--- src/hdl/lcc_pkg.sv ---
// Shared constants and types for the logic cell cluster
package lcc_pkg;

	// Cluster geometry
	localparam int CELLS     = 8;
	localparam int LINES     = 4;
	localparam int CLK_LINES = 2;
	localparam int LUT_W     = 16;
	localparam int MODE_W    = 4;
	localparam int FF_W      = 4;
	localparam int SRC_W     = 2;
	localparam int IDX_W     = 6;
	localparam int FLAG_W    = 10;
	localparam int SYNC_W    = 11;

	// Control line roles
	localparam int LINE_CLR = 2;
	localparam int LINE_PRE = 3;

	// Control line source codes
	localparam logic [1:0] SRC_PIN      = 2'h0;
	localparam logic [1:0] SRC_GLOBAL   = 2'h1;
	localparam logic [1:0] SRC_IO       = 2'h2;
	localparam logic [1:0] SRC_INTERNAL = 2'h3;

	// Chain segment starts: first pair of a row, first pair past the memory block
	localparam logic [5:0] ROW_PAIR_END = 6'h02;
	localparam logic [5:0] ROW_MID_IDX  = 6'h12;
	localparam logic       CARRY_NEUTRAL = 1'b0;
	localparam logic       CASC_NEUTRAL  = 1'b1;

	// Reset values
	localparam logic              Q_RST    = 1'b0;
	localparam logic [SYNC_W-1:0] SYNC_RST = 11'h400;

	// Width of the whole static configuration word
	localparam int CFG_W = CELLS * (LUT_W + MODE_W + FF_W + FLAG_W) + LINES * (SRC_W + 1) + 1 + IDX_W;

	typedef enum logic [3:0] {
		LCC_NORMAL = 4'h1,
		LCC_ARITH  = 4'h2,
		LCC_UPDN   = 4'h4,
		LCC_CLRCNT = 4'h8
	} lcc_mode_t;

	typedef enum logic [3:0] {
		LCC_FF_D  = 4'h1,
		LCC_FF_T  = 4'h2,
		LCC_FF_JK = 4'h4,
		LCC_FF_SR = 4'h8
	} lcc_ff_t;

endpackage

--- src/hdl/lcc_cell.sv ---
// One logic cell: table, programmable register, carry and cascade links
`timescale 1ns/100ps
module lcc_cell (
	input  wire logic               clk,         // Cluster clock
	input  wire logic               rst_n,       // Sync reset, active low
	input  wire lcc_pkg::lcc_mode_t mode,        // Operating mode
	input  wire lcc_pkg::lcc_ff_t   ff_type,     // Register behaviour
	input  wire logic [15:0]        mask,        // Table contents
	input  wire logic               local_sel,   // Local output: 1 register, 0 table
	input  wire logic               route_sel,   // Routing output: 1 register, 0 table
	input  wire logic               cen_d1,      // Input one drives clock enable
	input  wire logic               carry_d3,    // Carry replaces input three
	input  wire logic               reg_d4,      // Input four feeds register directly
	input  wire logic               casc_or,     // Cascade joins by OR
	input  wire logic               acc,         // Register is second adder operand
	input  wire logic               clr_en,      // Clear line acts on this cell
	input  wire logic               pre_en,      // Preset line acts on this cell
	input  wire logic [3:0]         d,           // Four data inputs
	input  wire logic               carry_in,    // From lower-order cell
	input  wire logic               cascade_in,  // From previous cell
	input  wire logic               tick,        // Selected clock line edge
	input  wire logic               clr_line_n,  // Clear line, active low
	input  wire logic               pre_line_n,  // Preset line, active low
	input  wire logic               chip_clr,    // Chip-wide reset, active high
	output logic                    carry_out,   // To higher-order cell
	output logic                    cascade_out, // To next cell
	output logic                    local_out,   // Toward local routing
	output logic                    route_out    // Toward row or column routing
);
	import lcc_pkg::*;

	logic q_ff;
	logic nxt_q;

	// Join a table value with the incoming cascade, OR through inversion
	function automatic logic casc_fn(input logic v, input logic cin, input logic use_or);
		casc_fn = use_or ? ~(~v & ~cin) : (v & cin);
	endfunction

	// Register behaviour; a is D, T, J or S, b is K or R
	function automatic logic ff_fn(input lcc_ff_t t, input logic q, input logic a, input logic b);
		unique case (t)
			LCC_FF_D:  ff_fn = a;
			LCC_FF_T:  ff_fn = q ^ a;
			LCC_FF_JK: ff_fn = (~q & a) | (q & ~b);
			LCC_FF_SR: ff_fn = a ? 1'b1 : (b ? 1'b0 : q);
			default:   ff_fn = q;
		endcase
	endfunction

	// Input steering per mode
	wire [3:0] n_idx  = {d[3], carry_d3 ? carry_in : d[2], d[1], d[0]};
	wire       opb    = acc ? q_ff : d[1];
	wire [2:0] a_idx  = {carry_in, opb, d[0]};
	wire       dir    = (mode == LCC_UPDN) ? d[2] : 1'b0;
	wire [2:0] c_idx  = {carry_in, dir, q_ff};

	// Table halves; the upper eight entries hold the carry function
	wire       lut4   = mask[n_idx];
	wire       casc   = casc_fn(lut4, cascade_in, casc_or);
	wire       sum    = mask[{1'b0, a_idx}];
	wire       a_cy   = mask[{1'b1, a_idx}];
	wire       cnt    = d[1] ? mask[{1'b0, c_idx}] : q_ff;
	wire       cnt_cy = mask[{1'b1, c_idx}];
	wire       ld_mux = d[3] ? cascade_in : cnt;
	wire       clr_ld = ld_mux & d[2];
	wire       is_cnt = (mode == LCC_UPDN) || (mode == LCC_CLRCNT);

	// Mode result and register input; packing lets input four bypass the table
	wire comb   = (mode == LCC_ARITH) ? sum :
	              (mode == LCC_UPDN) ? ld_mux :
	              (mode == LCC_CLRCNT) ? clr_ld : casc;
	wire reg_in = (mode == LCC_NORMAL && reg_d4) ? d[3] : comb;

	// Chain outputs; normal mode passes the carry onward
	assign carry_out   = (mode == LCC_ARITH) ? a_cy : (is_cnt ? cnt_cy : carry_in);
	assign cascade_out = (mode == LCC_ARITH) ? casc_fn(sum, cascade_in, casc_or) :
	                     (is_cnt ? CASC_NEUTRAL : casc);

	// Enable gating and clear priority; chip reset beats every control
	wire cen   = cen_d1 ? d[0] : 1'b1;
	wire take  = tick & cen;
	wire clr_n = clr_en ? clr_line_n : 1'b1;
	wire pre_n = pre_en ? pre_line_n : 1'b1;
	assign nxt_q = chip_clr ? 1'b0 : (!clr_n ? 1'b0 : (!pre_n ? 1'b1 :
	               (take ? ff_fn(ff_type, q_ff, reg_in, d[2]) : q_ff)));

	// Cell register; controls are sampled levels, not a second domain
	always_ff @(posedge clk) begin
		if (!rst_n) begin
			q_ff <= Q_RST;
		end else begin
			q_ff <= nxt_q;
		end
	end

	// Two outputs chosen apart; table choice bypasses the register
	assign local_out = local_sel ? q_ff : comb;
	assign route_out = route_sel ? q_ff : comb;

	wire quiet = !chip_clr && clr_n && pre_n;
endmodule

--- src/hdl/lcc_cluster.sv ---
// Cluster of eight logic cells with shared control lines and chain links
`timescale 1ns/100ps
module lcc_cluster (
	input  wire logic                clk,             // Cluster clock
	input  wire logic                rst_n,           // Sync reset, active low
	input  wire logic                cfg_load,        // Capture configuration, one pulse
	input  wire logic [5:0]          cluster_idx,     // Position of cluster in its row
	input  wire logic [127:0]        cfg_mask,        // Table contents, 16 bits per cell
	input  wire logic [31:0]         cfg_mode,        // Mode codes, 4 bits per cell
	input  wire logic [31:0]         cfg_ff_type,     // Register types, 4 bits per cell
	input  wire logic [7:0]          cfg_local_sel,   // Local output from register
	input  wire logic [7:0]          cfg_route_sel,   // Routing output from register
	input  wire logic [7:0]          cfg_cen_d1,      // Input one is clock enable
	input  wire logic [7:0]          cfg_carry_d3,    // Carry replaces input three
	input  wire logic [7:0]          cfg_reg_d4,      // Input four feeds register
	input  wire logic [7:0]          cfg_casc_or,     // Cascade joins by OR
	input  wire logic [7:0]          cfg_acc,         // Accumulate in arithmetic mode
	input  wire logic [7:0]          cfg_clk_line,    // Clock line choice per cell
	input  wire logic [7:0]          cfg_clr_en,      // Clear line acts on cell
	input  wire logic [7:0]          cfg_pre_en,      // Preset line acts on cell
	input  wire logic [7:0]          cfg_ctl_src,     // Source code, 2 bits per line
	input  wire logic [3:0]          cfg_ctl_inv,     // Inversion per control line
	input  wire logic                cfg_chip_rst_en, // Chip reset acts on cluster
	input  wire logic [1:0]          clk_pin,         // Dedicated clock pins
	input  wire logic [3:0]          global_line,     // Global control lines
	input  wire logic [3:0]          io_sig,          // Pin cell signals
	input  wire logic [3:0]          internal_ctl,    // Internal logic controls
	input  wire logic                chip_rst_pin_n,  // Chip-wide reset pin, active low
	input  wire logic [31:0]         cell_data,       // Four data inputs per cell
	input  wire logic                carry_in,        // Carry from cluster two back
	input  wire logic                cascade_in,      // Cascade from cluster two back
	output logic [7:0]               local_out,       // Local outputs, registered
	output logic [7:0]               route_out,       // Routing outputs, registered
	output logic                     carry_out,       // Carry to cluster two ahead
	output logic                     cascade_out,     // Cascade to cluster two ahead
	output logic                     cfg_done         // Configuration in force
);
	import lcc_pkg::*;

	// Static configuration store
	logic [CFG_W-1:0]         cfg_ff;
	logic [CFG_W-1:0]         nxt_cfg;
	logic                     cfg_done_ff;
	logic                     nxt_cfg_done;

	// Unpacked configuration fields
	logic [IDX_W-1:0]         idx_c;
	logic                     rst_en_c;
	logic [LINES-1:0]         inv_c;
	logic [LINES*SRC_W-1:0]   src_c;
	logic [CELLS-1:0]         acc_c;
	logic [CELLS-1:0]         clkl_c;
	logic [CELLS-1:0]         clr_en_c;
	logic [CELLS-1:0]         pre_en_c;
	logic [CELLS-1:0]         cen_c;
	logic [CELLS-1:0]         cd3_c;
	logic [CELLS-1:0]         rd4_c;
	logic [CELLS-1:0]         cor_c;
	logic [CELLS-1:0]         lsel_c;
	logic [CELLS-1:0]         rsel_c;
	logic [CELLS*FF_W-1:0]    fft_c;
	logic [CELLS*MODE_W-1:0]  mode_c;
	logic [CELLS*LUT_W-1:0]   mask_c;

	// Synchronisers and control lines
	logic [SYNC_W-1:0]        sync1_ff;
	logic [SYNC_W-1:0]        sync2_ff;
	logic [CLK_LINES-1:0]     line_d_ff;
	logic [LINES-1:0]         line_val;
	logic [CLK_LINES-1:0]     tick;

	// Chains and cell outputs
	logic [CELLS:0]           carry_chain;
	logic [CELLS:0]           casc_chain;
	logic [CELLS-1:0]         cell_local;
	logic [CELLS-1:0]         cell_route;

	// Output registers
	logic [CELLS-1:0]         local_out_ff;
	logic [CELLS-1:0]         nxt_local_out;
	logic [CELLS-1:0]         route_out_ff;
	logic [CELLS-1:0]         nxt_route_out;
	logic                     carry_out_ff;
	logic                     nxt_carry_out;
	logic                     cascade_out_ff;
	logic                     nxt_cascade_out;

	// Pick one source for a control line
	function automatic logic ctl_pick(input logic [1:0] src, input logic pin, input logic glb,
	                                  input logic io, input logic intl);
		unique case (src)
			SRC_PIN:      ctl_pick = pin;
			SRC_GLOBAL:   ctl_pick = glb;
			SRC_IO:       ctl_pick = io;
			SRC_INTERNAL: ctl_pick = intl;
		endcase
	endfunction

	// Configuration is taken once; later loads are ignored until reset
	wire [CFG_W-1:0] cfg_in = {cluster_idx, cfg_chip_rst_en, cfg_ctl_inv, cfg_ctl_src,
	                           cfg_acc, cfg_clk_line, cfg_clr_en, cfg_pre_en,
	                           cfg_cen_d1, cfg_carry_d3, cfg_reg_d4, cfg_casc_or,
	                           cfg_local_sel, cfg_route_sel, cfg_ff_type, cfg_mode, cfg_mask};
	wire             cfg_take = cfg_load & ~cfg_done_ff;
	assign nxt_cfg      = cfg_take ? cfg_in : cfg_ff;
	assign nxt_cfg_done = cfg_done_ff | cfg_load;

	// Configuration store
	always_ff @(posedge clk) begin
		if (!rst_n) begin
			cfg_ff      <= '0;
			cfg_done_ff <= 1'b0;
		end else begin
			cfg_ff      <= nxt_cfg;
			cfg_done_ff <= nxt_cfg_done;
		end
	end

	// Field split of the stored word
	assign {idx_c, rst_en_c, inv_c, src_c, acc_c, clkl_c, clr_en_c, pre_en_c,
	        cen_c, cd3_c, rd4_c, cor_c, lsel_c, rsel_c, fft_c, mode_c, mask_c} = cfg_ff;

	// Pins arrive unrelated to clk; two stages before anything reads them
	always_ff @(posedge clk) begin
		if (!rst_n) begin
			sync1_ff <= SYNC_RST;
			sync2_ff <= SYNC_RST;
		end else begin
			sync1_ff <= {chip_rst_pin_n, io_sig, global_line, clk_pin};
			sync2_ff <= sync1_ff;
		end
	end

	// Synchronised pin groups
	wire [1:0] pin_s    = sync2_ff[1:0];
	wire [3:0] glb_s    = sync2_ff[5:2];
	wire [3:0] io_s     = sync2_ff[9:6];
	wire       crst_n_s = sync2_ff[10];

	// Clear and preset lines have no clock pin; that code falls to global
	wire [3:0] pin_ext  = {glb_s[3:2], pin_s};

	// Source choice and inversion for each shared line
	for (genvar j = 0; j < LINES; j++) begin : g_line
		assign line_val[j] = ctl_pick(src_c[SRC_W*j +: SRC_W], pin_ext[j], glb_s[j],
		                              io_s[j], internal_ctl[j]) ^ inv_c[j];
	end

	// Clock line history for edge detection
	always_ff @(posedge clk) begin
		if (!rst_n) begin
			line_d_ff <= '0;
		end else begin
			line_d_ff <= line_val[CLK_LINES-1:0];
		end
	end

	// Rising edges of the two clock lines; cells stay still until configured
	assign tick = line_val[CLK_LINES-1:0] & ~line_d_ff & {CLK_LINES{cfg_done_ff}};

	// Chip reset overrides every clear, preset and load when enabled
	wire chip_clr = rst_en_c & ~crst_n_s;

	// Segment starts: first pair in a row, and the first pair past the memory block
	wire seg_start = (idx_c < ROW_PAIR_END) || (idx_c == ROW_MID_IDX) ||
	                 (idx_c == ROW_MID_IDX + 6'h01);

	// Neutral values keep a fresh segment from inheriting a stale chain
	assign carry_chain[0] = seg_start ? CARRY_NEUTRAL : carry_in;
	assign casc_chain[0]  = seg_start ? CASC_NEUTRAL : cascade_in;

	// Eight cells, chained low to high
	for (genvar i = 0; i < CELLS; i++) begin : g_cell
		wire cell_tick = clkl_c[i] ? tick[1] : tick[0];
		lcc_cell u_cell (
			.clk         (clk),
			.rst_n       (rst_n),
			.mode        (lcc_mode_t'(mode_c[MODE_W*i +: MODE_W])),
			.ff_type     (lcc_ff_t'(fft_c[FF_W*i +: FF_W])),
			.mask        (mask_c[LUT_W*i +: LUT_W]),
			.local_sel   (lsel_c[i]),
			.route_sel   (rsel_c[i]),
			.cen_d1      (cen_c[i]),
			.carry_d3    (cd3_c[i]),
			.reg_d4      (rd4_c[i]),
			.casc_or     (cor_c[i]),
			.acc         (acc_c[i]),
			.clr_en      (clr_en_c[i]),
			.pre_en      (pre_en_c[i]),
			.d           (cell_data[4*i +: 4]),
			.carry_in    (carry_chain[i]),
			.cascade_in  (casc_chain[i]),
			.tick        (cell_tick),
			.clr_line_n  (line_val[LINE_CLR]),
			.pre_line_n  (line_val[LINE_PRE]),
			.chip_clr    (chip_clr),
			.carry_out   (carry_chain[i+1]),
			.cascade_out (casc_chain[i+1]),
			.local_out   (cell_local[i]),
			.route_out   (cell_route[i])
		);
	end

	// Last cell hands both chains on to the cluster two places ahead
	assign nxt_local_out   = cell_local;
	assign nxt_route_out   = cell_route;
	assign nxt_carry_out   = carry_chain[CELLS];
	assign nxt_cascade_out = casc_chain[CELLS];

	// Output stage; costs one cycle but keeps every port on a flop
	always_ff @(posedge clk) begin
		if (!rst_n) begin
			local_out_ff   <= '0;
			route_out_ff   <= '0;
			carry_out_ff   <= CARRY_NEUTRAL;
			cascade_out_ff <= CASC_NEUTRAL;
		end else begin
			local_out_ff   <= nxt_local_out;
			route_out_ff   <= nxt_route_out;
			carry_out_ff   <= nxt_carry_out;
			cascade_out_ff <= nxt_cascade_out;
		end
	end

	// Port drive
	assign local_out   = local_out_ff;
	assign route_out   = route_out_ff;
	assign carry_out   = carry_out_ff;
	assign cascade_out = cascade_out_ff;
	assign cfg_done    = cfg_done_ff;
endmodule

--- config.mk ---
export PLATFORM = sky130hd
export DESIGN_NAME = lcc_cluster
export DESIGN_NICKNAME = d
export VERILOG_FILES = /design/src/hdl/lcc_pkg.sv /design/src/hdl/lcc_cell.sv /design/src/hdl/lcc_cluster.sv
export SDC_FILE = /design/constraint.sdc
export NUM_CORES = 1
export LEC_CHECK = 0
export BUFFER_PORTS_ARGS = -buffer_cell sky130_fd_sc_hd__buf_2
export CORE_MARGIN = 1.5
export CORE_UTILIZATION = 60
export CTS_CLUSTER_SIZE = 8
export DETAILED_ROUTE_END_ITERATION = 16
export PLACE_DENSITY_LB_ADDON = 0.25
export SLEW_MARGIN = 20
export SYNTH_ARGS = -nofsm -noshare
export SYNTH_HDL_FRONTEND = slang
export SYNTH_SLANG_ARGS = --single-unit
--- constraint.sdc ---
create_clock -name clk -period 7.7 [get_ports clk]
set_input_delay 0.77 -clock clk [delete_from_list [all_inputs] [get_ports clk]]
set_output_delay 0.77 -clock clk [all_outputs]
set_load 0.005 [all_outputs]
==> run summary <==
Run status
* run status: finished, final reports clean

Routing
* wire length per cell after detailed routing: 18.1 µm
* DRC violation count after routing: 0
* Total Wirelength: 51,700 µm
* number of DRC markers in iteration 0: 1,581
* Antenna Violating Nets Remaining: 0
* number of detailed-routing iterations run before antenna repair: 5
* total vias in the final route: 17,300
* Vias per Instance: 6.06

Logic synthesis
* count of unique library cells instantiated by Yosys: 86
* most frequent cell after synthesis: sky130_fd_sc_hd__nand2_1
* warnings from Yosys: 0
* flip-flop and latch count after synthesis: 341
* synth top area cells: sky130_fd_sc_hd__dfxtp_1, sky130_fd_sc_hd__nand2_1, sky130_fd_sc_hd__mux4_2, sky130_fd_sc_hd__a21oi_1, sky130_fd_sc_hd__mux2i_1
* gate count after technology mapping: 2,169
* most used flip-flop cell after synthesis: sky130_fd_sc_hd__dfxtp_1
* synthesized area divided by synthesized cell count: 8.17 µm²
* fraction of registers with async set/reset: 0%
* net count after synthesis: 2,512
* synthesized cell area: 17,700 µm²
* leading area contributor after synthesis: sky130_fd_sc_hd__dfxtp_1
* top-area cell type share of the netlist area: 38.5%
* sequential fraction of the synthesis area: 38.5%
* cell types with the highest counts after synthesis: sky130_fd_sc_hd__nand2_1, sky130_fd_sc_hd__a21oi_1, sky130_fd_sc_hd__dfxtp_1
* number of enable-type register cells in the synthesized netlist: 0

Clock tree
* Gates resized, CTS repair: 0
* clk sink count: 341
* TritonCTS clock tree: done
* clock-pin slew on the worst setup and hold paths: 0.05 ns
* number of buffers created by CTS: 48
* Setup Fix Bufs, Post-CTS: 0
* number of levels in the clock H-tree: 2
* Max clock buf depth: 3
* post-cts hold buffer count: 0
* clk_lat worst skew: 0.55 ns
* clock root buffer: sky130_fd_sc_hd__clkbuf_16

Floorplan
* row count: 62
* # IOs: 362
* initial cell density of the core: 61.4%
* Die H: 175 µm
* floorplan die area: 30,600 µm²
* area of the core region: 28,900 µm²
* die width: 175 µm

Place
* estimated wirelength of the detail-placed design: 35,800 µm
* Post-DP Area: 19,600 µm²
* count of buffers from port buffering: 360
* RePlAce Congestion: 0.935

Worst hold path
* worst min-delay path category: input pin to register
* instance count along the most critical hold path: 2

Setup path
* maximum fanout along the worst path: 15
* worst setup path category: register to register
* Worst Reg2Reg Path Length in Cells: 17
* WP data required: 8.12 ns
* arrival time of the worst setup path: 6.51 ns
* crit end category: register
* CP Launch Type: register

STA
* final hold violation count: 0
* unrepaired setup endpoints after global routing: no
* worst rel slew slack: 24.5%
* Setup Total Neg Slack: 0 ns
* total setup violations reported at the end of the flow: 0
* Worst Clk Skew: 0.0228 ns
* measured slew at the worst slew-check pin: 1.13 ns
* timing-limited maximum frequency: 0.164 GHz
* count of final max-slew check failures: 0
* share of the clock period used by the worst path after layout: 79.1%
* post-layout minimum cycle time: 6.09 ns

Global routing
* GRT Total Usage: 32.7%
* remaining global-route overflow: 0
* antenna violations before repair: 20
* via count of the first global-routing pass: 16,400
* first-pass GRT wire length: 81,400 µm
* pin count of the biggest net entering global routing: 252

Cells and area
* post-route cell area: 20,900 µm²
* share of cells above drive strength 1: 22.8%
* synthesis-to-layout area growth: 17.7%
* number of nets at the end of the flow: 2,788

Pwr
* clock network fraction of total power: 39.8%
* net load switching power: 1.28 mW
* internal portion of total power: 3.32 mW
* sequential share of power: 43.3%
* Lkg Pwr: 8.30 nW
* Logic pwr share: 16.9%
* Power Dens Cells: 220 nW/µm²
* largest voltage drop on the vdd net: 148 µV
* Switching Fraction: 27.8%

Flow run
* Max Cap Violations: 0

registers in the layout, summed over array words and instances (netlist names):
name	cells
carry_out	1
local_out	8
cfg_ff	290
cascade_out	1
cfg_done	1
line_d_ff	2
sync2_ff	11
g_cell.u_cell.q_ff	8
route_out	8
sync1_ff	11
path summary, 6_finish.rpt:
path | slack, ns | to | from
setup / recovery | 1.61 | g_cell[7].u_cell.q_ff | g_cell[0].u_cell.q_ff
hold / removal | 0.42 | sync1_ff[10] | chip_rst_pin_n
hold reg to reg | 0.43 | sync2_ff[8] | sync1_ff[8]
setup reg to reg | 1.61 | g_cell[7].u_cell.q_ff | g_cell[0].u_cell.q_ff
critical path, cell delays in order, from the launching register on:
cell	delay [ns]
sky130_fd_sc_hd__dfxtp_1	0.66
sky130_fd_sc_hd__mux2i_1	0.37
sky130_fd_sc_hd__a2111o_1	0.42
sky130_fd_sc_hd__and3_1	0.25
sky130_fd_sc_hd__a21oi_1	0.46
sky130_fd_sc_hd__o21ai_0	0.33
sky130_fd_sc_hd__o211ai_1	0.18
sky130_fd_sc_hd__nand2_1	0.20
sky130_fd_sc_hd__mux2i_1	0.24
sky130_fd_sc_hd__mux2i_1	0.48
sky130_fd_sc_hd__a2111oi_0	0.19
sky130_fd_sc_hd__a221oi_1	0.60
sky130_fd_sc_hd__a31o_2	0.29
sky130_fd_sc_hd__a31oi_1	0.09
sky130_fd_sc_hd__a211oi_1	0.73
sky130_fd_sc_hd__o21ai_0	0.20
sky130_fd_sc_hd__a21oi_1	0.18
sky130_fd_sc_hd__o21ai_1	0.09
metrics by stage:
step                power, mW  setup slack (ns)  utilization (%)  std cells  hold WS [ns]
CTS                      4.59              1.77             72.1       2830         0.406
global placement         2.75              1.63             67.8       2778         0.392
floorplan                2.51              2.60                -       2169         0.386
detailed placement       2.78              1.43             67.8       2778         0.409
finish                   4.60              1.61             72.3       2848         0.417
global route             4.77              1.34             72.3       2846         0.408
power by group through the flow:
| stage | logic, mW | registers [mW] | clock network, mW |
|---|---|---|---|
| floorplan | 0.544 | 1.97 | 0 |
| global placement | 0.736 | 2.01 | 0 |
| detailed placement | 0.757 | 2.02 | 0 |
| CTS | 0.765 | 1.99 | 1.84 |
| global route | 0.851 | 2.00 | 1.92 |
| finish | 0.777 | 1.99 | 1.83 |
cells in the final DEF, fill, tap and decap left out, drive strengths merged, types with 9 or more instances in the layout:
| cell type | n |
|---|---|
| buf | 367 |
| o211ai | 15 |
| diode | 17 |
| o21ai | 51 |
| nand2 | 649 |
| dfxtp | 341 |
| clkbuf | 50 |
| nor2b | 15 |
| xnor2 | 9 |
| inv | 18 |
| a21oi | 341 |
| mux4 | 90 |
| mux2i | 68 |
| nor3 | 27 |
| nand2b | 16 |
| xor2 | 16 |
| mux2 | 11 |
| nand3 | 18 |
| nor3b | 11 |
| a31oi | 14 |
| and2 | 32 |
| nor2 | 110 |
| o2111ai | 9 |
| a211oi | 18 |
| a221oi | 9 |
metal layers:
layer  GRT usage [%]  wire [µm]  vias to the layer above
met5               0         34                        -
met3            5.59       4400                      122
met2            53.9      24400                      798
met4            14.0       1840                        6
li1                -          -                     8195
met1            42.5      21000                     8129
layout make-up:
class | instances | area (µm²)
Sequential cell | 341 | 6830
Multi-Input combinational cell | 1670 | 10300
Inverter | 17 | 71.3
Clock buffer | 50 | 1220
Fill cell | 2280 | 8000
Timing Repair Buffer | 367 | 1880
Tap cell | 384 | 480
Antenna cell | 17 | 42.5
Clock inverter | 2 | 25.0
kinds of logic after synthesis:
logic type      after synthesis  share of synthesized area (%)
xor+xnor                     25                           1.24
fa+ha+maj                     4                          0.226
mux                         169                           16.0
buf+inv                     158                           3.42
flops                       341                           38.5
simple gates                939                           22.8
compound gates              533                           17.8
(Power assumes the default switching activity.)
